===== src/mode_ctrl_defines.svh =====
`ifndef MODE_CTRL_DEFINES_SVH
`define MODE_CTRL_DEFINES_SVH

// register byte addresses
`define ADDR_W          8
`define OFS_CTRL        8'h00
`define OFS_PWR_SAVE    8'h04
`define OFS_STATUS      8'h08
`define OFS_ABILITY     8'h0c

// control register fields
`define CTRL_FDX_BIT    8
`define CTRL_AN_BIT     12
`define CTRL_SPD_BIT    13
`define CTRL_AN_RST     1'b1
`define CTRL_SPD_RST    1'b1
`define CTRL_FDX_RST    1'b1

// power save register fields
`define SAVE100_BIT     0
`define SAVE10_BIT      1
`define SAVE_RST        1'b0

// ability bits: 3 100 full, 2 100 half, 1 10 full, 0 10 half
`define ABIL_W          4
`define ABIL_RST        4'hf
`define ABIL_100FD      3
`define ABIL_100HD      2
`define ABIL_10FD       1

// status register fields
`define ST_SPD_BIT      0
`define ST_FDX_BIT      1
`define ST_AN_BIT       2
`define ST_CFG_BIT      3
`define ST_PWR100_BIT   4
`define ST_PWR10_BIT    5
`define ST_DONE_BIT     6

// bus responses
`define RESP_OKAY       2'h0
`define RESP_DECERR     2'h3

`endif


===== src/mode_ctrl_pkg.sv =====
`include "mode_ctrl_defines.svh"

package mode_ctrl_pkg;

   typedef logic [1:0] axi_resp_t;

   typedef struct packed {
      logic                  awrdy;
      logic                  wrdy;
      logic                  bvalid;
      logic                  arrdy;
      logic                  rvalid;
      logic [31:0]           rdata;
      axi_resp_t             rresp;
      axi_resp_t             bresp;
      logic [`ADDR_W-1:0]    waddr;
      logic [15:0]           wdata;
      logic [1:0]            wstrb;
      logic                  ctrl_an;
      logic                  ctrl_spd;
      logic                  ctrl_fdx;
      logic                  save100;
      logic                  save10;
      logic [`ABIL_W-1:0]    abil;
      logic                  an_en;
      logic                  spd100;
      logic                  fdx;
      logic                  pwr100;
      logic                  pwr10;
      logic                  pcs100;
      logic                  lpbk;
      logic                  sqe;
      logic                  crs;
      logic                  col;
   } mode_state_t;

endpackage : mode_ctrl_pkg


===== src/phy_mode_ctrl.sv =====
// The placing of the registers and the AXI4-Lite interface to the registers were decided locally.
`timescale 1ns/100ps
`include "mode_ctrl_defines.svh"

// Notes on behaviour
// RQ1: at 10M, save bit gates 100M modules
// RQ2: at 100M, save bit gates 10M modules
// RQ3: negotiation enable from pin or register
// RQ4: negotiation picks best common mode
// RQ5: no loopback in 10M full duplex
// RQ6: no SQE test in 10M full duplex
// RQ7: full duplex: CRS receive only, COL off
// RQ8: 100M enables coding and scrambling path
// RQ9: half duplex: CRS tx or rx, COL overlap
// RQ10: source pin low hardware, high software
// RQ11: gating follows the resolved operating mode
module phy_mode_ctrl (
   // clock and reset
   input  wire logic                    aclk,
   input  wire logic                    aresetn,
   // axi4-lite write channels
   input  wire logic [`ADDR_W-1:0]      awaddr,
   input  wire logic                    awvalid,
   output logic                         awready,
   input  wire logic [31:0]             wdata,
   input  wire logic [3:0]              wstrb,
   input  wire logic                    wvalid,
   output logic                         wready,
   output mode_ctrl_pkg::axi_resp_t     bresp,
   output logic                         bvalid,
   input  wire logic                    bready,
   // axi4-lite read channels
   input  wire logic [`ADDR_W-1:0]      araddr,
   input  wire logic                    arvalid,
   output logic                         arready,
   output logic [31:0]                  rdata,
   output mode_ctrl_pkg::axi_resp_t     rresp,
   output logic                         rvalid,
   input  wire logic                    rready,
   // configuration pins
   input  wire logic                    config_source_select_pin,
   input  wire logic                    autoneg_select_pin,
   input  wire logic                    speed_select_pin,
   input  wire logic                    duplex_select_pin,
   // negotiation engine and line activity
   input  wire logic                    an_done,
   input  wire logic [`ABIL_W-1:0]      partner_ability,
   input  wire logic                    tx_active,
   input  wire logic                    rx_active,
   // mode and module enables
   output logic                         speed100,
   output logic                         full_duplex,
   output logic                         pwr_en_100,
   output logic                         pwr_en_10,
   output logic                         pcs100_en,
   output logic                         loopback_en,
   output logic                         sqe_test_en,
   // mii carrier and collision
   output logic                         crs,
   output logic                         col
);
   import mode_ctrl_pkg::*;

   mode_state_t st_reg;
   mode_state_t st_next;
   logic        cfg_sw_s;
   logic        autoneg_select_pin_s;
   logic        spd_pin_s;
   logic        dup_pin_s;
   logic        an_sel_w;
   logic [`ABIL_W-1:0] common_w;

   // pin synchronisers
   sync2 u_sync_cfg (.aclk(aclk), .aresetn(aresetn),
                     .din(config_source_select_pin), .dout(cfg_sw_s));
   sync2 u_sync_an  (.aclk(aclk), .aresetn(aresetn),
                     .din(autoneg_select_pin), .dout(autoneg_select_pin_s));
   sync2 u_sync_spd (.aclk(aclk), .aresetn(aresetn),
                     .din(speed_select_pin), .dout(spd_pin_s));
   sync2 u_sync_dup (.aclk(aclk), .aresetn(aresetn),
                     .din(duplex_select_pin), .dout(dup_pin_s));

   // negotiation enable source and shared abilities
   assign an_sel_w = cfg_sw_s ? st_reg.ctrl_an : autoneg_select_pin_s; // RQ3 RQ10
   assign common_w = st_reg.abil & partner_ability;

   // next state
   always_comb begin
      st_next = st_reg;
      // write address and data, taken in either order
      if (awvalid && st_reg.awrdy) begin
         st_next.awrdy = 1'b0;
         st_next.waddr = awaddr;
      end
      if (wvalid && st_reg.wrdy) begin
         st_next.wrdy  = 1'b0;
         st_next.wdata = wdata[15:0];
         st_next.wstrb = wstrb[1:0];
      end
      // register write once both halves are held
      if (!st_reg.awrdy && !st_reg.wrdy && !st_reg.bvalid) begin
         st_next.bvalid = 1'b1;
         st_next.bresp  = `RESP_OKAY;
         if (st_reg.waddr == `OFS_CTRL) begin
            if (st_reg.wstrb[1]) begin
               st_next.ctrl_an  = st_reg.wdata[`CTRL_AN_BIT];
               st_next.ctrl_spd = st_reg.wdata[`CTRL_SPD_BIT];
               st_next.ctrl_fdx = st_reg.wdata[`CTRL_FDX_BIT];
            end
         end else if (st_reg.waddr == `OFS_PWR_SAVE) begin
            if (st_reg.wstrb[0]) begin
               st_next.save100 = st_reg.wdata[`SAVE100_BIT];
               st_next.save10  = st_reg.wdata[`SAVE10_BIT];
            end
         end else if (st_reg.waddr == `OFS_ABILITY) begin
            if (st_reg.wstrb[0]) begin
               st_next.abil = st_reg.wdata[`ABIL_W-1:0];
            end
         end else if (st_reg.waddr != `OFS_STATUS) begin
            st_next.bresp = `RESP_DECERR;
         end
      end
      if (st_reg.bvalid && bready) begin
         st_next.bvalid = 1'b0;
         st_next.awrdy  = 1'b1;
         st_next.wrdy   = 1'b1;
      end
      // read address decode
      if (arvalid && st_reg.arrdy) begin
         st_next.arrdy  = 1'b0;
         st_next.rvalid = 1'b1;
         st_next.rdata  = 32'h0;
         st_next.rresp  = `RESP_OKAY;
         if (araddr == `OFS_CTRL) begin
            st_next.rdata[`CTRL_AN_BIT]  = st_reg.ctrl_an;
            st_next.rdata[`CTRL_SPD_BIT] = st_reg.ctrl_spd;
            st_next.rdata[`CTRL_FDX_BIT] = st_reg.ctrl_fdx;
         end else if (araddr == `OFS_PWR_SAVE) begin
            st_next.rdata[`SAVE100_BIT] = st_reg.save100;
            st_next.rdata[`SAVE10_BIT]  = st_reg.save10;
         end else if (araddr == `OFS_STATUS) begin
            st_next.rdata[`ST_SPD_BIT]    = st_reg.spd100;
            st_next.rdata[`ST_FDX_BIT]    = st_reg.fdx;
            st_next.rdata[`ST_AN_BIT]     = st_reg.an_en;
            st_next.rdata[`ST_CFG_BIT]    = cfg_sw_s;
            st_next.rdata[`ST_PWR100_BIT] = st_reg.pwr100;
            st_next.rdata[`ST_PWR10_BIT]  = st_reg.pwr10;
            st_next.rdata[`ST_DONE_BIT]   = an_done;
         end else if (araddr == `OFS_ABILITY) begin
            st_next.rdata[`ABIL_W-1:0] = st_reg.abil;
         end else begin
            st_next.rresp = `RESP_DECERR;
         end
      end
      if (st_reg.rvalid && rready) begin
         st_next.rvalid = 1'b0;
         st_next.arrdy  = 1'b1;
      end
      // resolved operating mode
      st_next.an_en = an_sel_w; // RQ3
      if (st_reg.an_en) begin
         // best common mode, held until negotiation completes
         if (an_done) begin
            if (common_w[`ABIL_100FD]) begin // RQ4
               st_next.spd100 = 1'b1;
               st_next.fdx    = 1'b1;
            end else if (common_w[`ABIL_100HD]) begin
               st_next.spd100 = 1'b1;
               st_next.fdx    = 1'b0;
            end else if (common_w[`ABIL_10FD]) begin
               st_next.spd100 = 1'b0;
               st_next.fdx    = 1'b1;
            end else begin
               st_next.spd100 = 1'b0;
               st_next.fdx    = 1'b0;
            end
         end
      end else begin
         // manual mode from pins or register
         st_next.spd100 = cfg_sw_s ? st_reg.ctrl_spd : spd_pin_s; // RQ10
         st_next.fdx    = cfg_sw_s ? st_reg.ctrl_fdx : dup_pin_s; // RQ10
      end
      // module gating from the resolved mode
      st_next.pwr100 = st_reg.spd100 || !st_reg.save100; // RQ1 RQ11
      st_next.pwr10  = !st_reg.spd100 || !st_reg.save10; // RQ2
      st_next.pcs100 = st_reg.spd100; // RQ8
      st_next.lpbk   = !st_reg.spd100 && !st_reg.fdx; // RQ5
      st_next.sqe    = !st_reg.spd100 && !st_reg.fdx; // RQ6
      // carrier sense and collision
      if (st_reg.fdx) begin
         st_next.crs = rx_active; // RQ7
         st_next.col = 1'b0;
      end else begin
         st_next.crs = rx_active || tx_active; // RQ9
         st_next.col = rx_active && tx_active;
      end
   end

   // state register
   always_ff @(posedge aclk) begin
      if (!aresetn) begin
         st_reg          <= '0;
         st_reg.awrdy    <= 1'b1;
         st_reg.wrdy     <= 1'b1;
         st_reg.arrdy    <= 1'b1;
         st_reg.ctrl_an  <= `CTRL_AN_RST;
         st_reg.ctrl_spd <= `CTRL_SPD_RST;
         st_reg.ctrl_fdx <= `CTRL_FDX_RST;
         st_reg.save100  <= `SAVE_RST;
         st_reg.save10   <= `SAVE_RST;
         st_reg.abil     <= `ABIL_RST;
         st_reg.pwr100   <= 1'b1;
         st_reg.pwr10    <= 1'b1;
      end else begin
         st_reg <= st_next;
      end
   end

   // outputs straight from the state register
   assign awready     = st_reg.awrdy;
   assign wready      = st_reg.wrdy;
   assign bvalid      = st_reg.bvalid;
   assign bresp       = st_reg.bresp;
   assign arready     = st_reg.arrdy;
   assign rvalid      = st_reg.rvalid;
   assign rdata       = st_reg.rdata;
   assign rresp       = st_reg.rresp;
   assign speed100    = st_reg.spd100;
   assign full_duplex = st_reg.fdx;
   assign pwr_en_100  = st_reg.pwr100;
   assign pwr_en_10   = st_reg.pwr10;
   assign pcs100_en   = st_reg.pcs100;
   assign loopback_en = st_reg.lpbk;
   assign sqe_test_en = st_reg.sqe;
   assign crs         = st_reg.crs;
   assign col         = st_reg.col;
endmodule : phy_mode_ctrl


===== src/sync2.sv =====
`timescale 1ns/100ps

// two flop synchroniser for one pin
module sync2 (
   // clock and reset
   input  wire logic aclk,
   input  wire logic aresetn,
   // pin and synchronised level
   input  wire logic din,
   output logic      dout
);

   logic meta_reg;

   // first flop feeds only the second
   always_ff @(posedge aclk) begin
      if (!aresetn) begin
         meta_reg <= 1'b0;
         dout     <= 1'b0;
      end else begin
         meta_reg <= din;
         dout     <= meta_reg;
      end
   end

endmodule : sync2


===== config.mk =====
export PLATFORM = sky130hd
export DESIGN_NAME = phy_mode_ctrl
export DESIGN_NICKNAME = d
export VERILOG_FILES = /design/src/mode_ctrl_pkg.sv /design/src/phy_mode_ctrl.sv /design/src/sync2.sv
export VERILOG_INCLUDE_DIRS = /design/src /design/src/src
export SDC_FILE = /design/constraint.sdc
export NUM_CORES = 1
export LEC_CHECK = 0
export BUFFER_PORTS_ARGS = -buffer_cell sky130_fd_sc_hd__buf_2
export CAP_MARGIN = 30
export CORE_MARGIN = 2
export CORE_UTILIZATION = 46
export CTS_CLUSTER_DIAMETER = 40
export CTS_CLUSTER_SIZE = 28
export DETAILED_ROUTE_END_ITERATION = 8
export PLACE_DENSITY = 0.89
export SYNTH_ARGS = -nofsm -noshare
export SYNTH_HDL_FRONTEND = slang
export SYNTH_SLANG_ARGS = --single-unit
export TNS_END_PERCENT = 1

===== constraint.sdc =====
create_clock -name aclk -period 1.8 [get_ports aclk]
set_input_delay 0.27 -clock aclk [delete_from_list [all_inputs] [get_ports aclk]]
set_output_delay 0.27 -clock aclk [all_outputs]
set_load 0.02 [all_outputs]

# ---- Yosys cells after proc, flatten, opt, wreduce, memory -nomap -nowiden
# Cells that the tools add are included.
dict set report word_totals {
  regBits 69
  inputBits 70
  output_inout_bits 50
}
dict set report classes {
  eq_ne 7
  muxes 24
  n_bitwise 4
  reduce_logical 27
}
# operator n
set op_table {}
lappend op_table {{2-bit 2-to-1 mux} 14}
lappend op_table {{8-bit by 4-bit == test with 1-bit output (second input constant)} 3}
lappend op_table {{8-bit by 3-bit == test with 1-bit output (second input constant)} 2}
lappend op_table {{8-bit logical NOT} 2}
lappend op_table {{1-bit logical AND} 9}
lappend op_table {{9-bit 2-to-1 mux} 1}
lappend op_table {{4-bit 2-to-1 mux} 2}
lappend op_table {{8-bit by 4-bit inequality test with 1-bit output (second input constant)} 1}
lappend op_table {{1-bit logical NOT} 7}
lappend op_table {{2-bit OR reduction} 3}
lappend op_table {{1-bit 2-to-1 mux} 5}
lappend op_table {{5-bit 2-to-1 mux} 1}
lappend op_table {{5-bit AND reduction} 1}
lappend op_table {{4-bit AND} 1}
lappend op_table {{4-bit AND reduction} 1}
lappend op_table {{1-bit logical OR} 3}
lappend op_table {{3-bit 2-to-1 mux} 1}
lappend op_table {{1-bit NOT} 3}
lappend op_table {{3-bit AND reduction} 1}
lappend op_table {{2-bit inequality test (second input constant)} 1}

# ---- Logic depth before layout (Yosys ltp)
dict set report depth {
  ltp_word 6
  mapped_depth 5
  depth_no_buf 4
}

# ---- Cells and area by module
# From an unflattened synthesis, not the netlist that was laid out.
dict set report unflattened {
  cells_unflattened 285
  hier_area_um2 2608.8
}
# mod n_inst cells_per_inst area_per_inst_um2
set modules_own_cells {}
lappend modules_own_cells {phy_mode_ctrl 1 269 2398.6}
lappend modules_own_cells {sync2 4 4 52.6}

# ---- Worst setup path after synthesis
# No wires, ideal clock.
dict set report synth_path {
  path_kind {flip-flop to flip-flop}
  start {reg st_reg, in the netlist bvalid}
  end {reg st_reg[10] in the netlist's numbering}
  setup_ns 0.130
  arrival_time_ns 1.216
  t_required_ns 1.670
  setup_slack_ns 0.455
  stages_incl_launch_ff 5
  n_path_buf 0
  synth_period_minus_slack_ns 1.345
  path_cell_list {dfxtp_1 nor3_2 nand4_1 mux2i_1 nand2_1}
}
dict set report synth_between {
  elab_chain_len 3
}
# item line_no
set synth_lines {}
lappend synth_lines {{start, declared} phy_mode_ctrl.sv:64} ;# mode_state_t st_reg;
lappend synth_lines {{start signal, assigned} phy_mode_ctrl.sv:215} ;# st_reg <= st_next;
lappend synth_lines {{1-bit logical NOT} phy_mode_ctrl.sv:101} ;# if (!st_reg.awrdy && !st_reg.wrdy && !st_reg.bvalid) begin
lappend synth_lines {{1-bit logical AND} phy_mode_ctrl.sv:101}
lappend synth_lines {{5-bit AND reduction (no line)} --}
# Every way passes these cells.
# A chain may end at the register's enable or synchronous reset.

# ---- Worst setup path in the final report
dict set report layout_path {
  start {reg st_reg[42] in the netlist's numbering}
  end {reg st_reg[11] in the netlist's numbering}
}
dict set report layout_between {
  elab_chain_len 3
  word_cells_on_any_way 6
}
# item
set layout_lines {}
lappend layout_lines {{8-bit by 3-bit == test with 1-bit output (no line) / 8-bit logical NOT (equally long branches)}}
lappend layout_lines {{1-bit NOT (no line)}}
lappend layout_lines {{5-bit AND reduction (no line) (*)}}
# Every way passes the cells marked *; elsewhere a longest branch is shown, timed or not.

==> out/summary.txt <==
status: complete, no violations
pwr/cell area: 989 nW/um^2
final worst path period share: 87.6%
Clk pin slew, worst setup/hold paths: 0.06 ns
Final #Nets: 406
global-route wire length before repair: 8060 microns
Seq/Total Area, Yosys: 46.6%
mux cell area share after synthesis: 6.75%
Worst Path Required: 2.02 ns
clk_skew: 0.00643 ns
vias in the first global route: 1831
crit path kind: flip-flop to flip-flop
Synth Area in XOR/XNOR: 0%
Max IR drop VDD: 0.493 mV
Synth top area share: 46.6%
Primary FF master, synth: dfxtp_1
port bufs: 69
Max H-tree Level: 3
1st-pass router iterations: 4
final worst path period need: 1.58 ns
Fmax: 634 MHz
final core utilization: 54.6%
worst hold path cell count: 2
CP Max Fanout: 4
largest net degree at the start of global routing: 53
Routed Antenna Nets: 0
largest area contributor in the synthesized netlist: dfxtp_1
mapped cell area: 2570 sq um
final slew viol count: 0
GP Congestion: 0.874
worst skew pair latency: 0.34 ns
Largest register FFs: 27
die footprint: 6210 sq um
core area: 5470 sq um
Critical Path Source Type: flip-flop
Root Buffer: clkbuf_8
synth cell count leaders: dfxtp_1 (60), nand2_1 (38), buf_4 (37)
count leader, synth: dfxtp_1
critical path arrival: 1.79 ns
Site Rows: 27
largest family of logic cells by synthesized area: simple AND/OR/NAND/NOR gates
Routed WL per cell: 12.1 microns
final wirelength: 4980 microns
die width: 78.8 microns
final setup vio count: 0
final instance count without filler cells: 412
Die H: 78.8 microns
vias: 2014
number of synthesized flops with an enable pin: 0
CTS tree: built
synthesized instance count: 284
simple-gate share of the synthesized area: 21.9%
Total GRT Usage: 16.9%
initial antenna violation count: 0
CTS Buf Count: 9
Setup TNS: 0 ns
leakage: 1.36 nW
# Post-CTS Setup Buffers: 0
post-synth cell types: 36
clk sinks: 60
area grow syn2layout: 16.0%
gr ovfl total: 0
n_diodes: 0
post-DP HPWL: 3680 microns
post-detailed-route via-to-cell ratio: 4.89
Post-synth ARST share: 0%
starting density of the core: 47.1%
Critical Path End Type: flip-flop
min-delay worst type: input pin to flip-flop
DR iter-0 viols: 60
CTS Hold Bufs: 0
# IOs: 120
Clock Tree Buf Depth: 2
synth warn: 0
fraction of layout cells with a size suffix above 1: 27.4%
adder-cell area share of the yosys netlist: 0%
depth of the most critical reg-to-reg path: 4
ranking of synthesized cells by area: dfxtp_1 (47%), buf_4 (11%), nand3_1 (6.6%)
Hold Fails Final Rpt: 0
unrepaired setup endpoints after global routing: false
maxcap violations: 0
Resized cells post-CTS: 0
Post-route DRC: 0
FF+latch count, synth: 60
Hold Slack: 0.139 ns
Synth Area in Compound Gates: 11.3%
Mean Syn Cell Area: 9.07 sq um
Cells after DPL: 397
==> critical path: stages (launching register included) <==
cell,delay (ns)
dfxtp_1,0.32
nor4_2,0.47
nand4_1,0.36
mux2i_1,0.23
nand2_1,0.07
==> layer usage <==
layer  part of all wire [%]  wire length, microns  global-route usage, %
met1                     43                  2120                   20.3
met2                     47                  2360                   27.7
met3                    6.9                   342                   3.41
met4                    3.2                   160                   11.0
met5                      0                     0                      0
==> worst paths after layout <==
path         slack, ns                     start                   to
min               0.14  config_source_select_pin  u_sync_cfg.meta_reg
max reg2reg       0.22                st_reg[42]           st_reg[11]
max               0.22                st_reg[42]           st_reg[11]
min reg2reg       0.40                st_reg[14]            pwr_en_10
==> area by class of cell <==
cell class / instances / area [sq um]
clock buffer: 14 / 173
clock inverter: 1 / 30.0
fill: 502 / 2490
inverter: 2 / 7.51
multi-input combinational: 192 / 1110
sequential: 60 / 1200
tap: 72 / 90.1
timing repair buffer: 71 / 373
==> placed cells by master, fill, tap and decap left out, types with 2 or more instances in the layout <==
cell type	instances
a21boi_0	18
a22oi_1	2
a31oi_1	2
a32oi_1	2
and2_1	11
and3_1	2
buf_2	69
clkbuf_1	2
clkbuf_8	12
conb_1	22
dfxtp_1	60
inv_1	2
mux2_2	3
mux2i_1	14
nand2_1	38
nand3_1	34
nand4_1	2
nor2_1	7
nor2b_1	6
nor3b_1	2
o21a_1	3
o21ai_0	7
o21ai_1	6
==> report_power, final <==
part | total (W) | internal, W | leakage, nW | switching, W
Clock | 0.00122 | 0.000746 | 0.103 | 0.000479
Combinational | 0.000311 | 0.000118 | 0.768 | 0.000194
Sequential | 0.00142 | 0.00138 | 0.491 | 0.0000379
==> stage by stage <==
step | worst slack (ns) | total power, W | cell area [sq um]
2_1_floorplan | 0.455 | 0.00170 | 2650
3_3_place_gp | 0.305 | 0.00175 | 2780
3_5_place_dp | 0.250 | 0.00176 | 2780
4_1_cts | 0.211 | 0.00298 | 2990
5_1_grt | 0.0683 | 0.00308 | 2990
6_report | 0.224 | 0.00295 | 2990
==> cell families after synthesis <==
group                  count (synthesis)
and+or+nand+nor                      110
muxes                                 17
DFF                                   60
buffers and inverters                 53
other                                  1
AOI/OAI and AO/OA                     43
(Power assumes the default switching activity.)
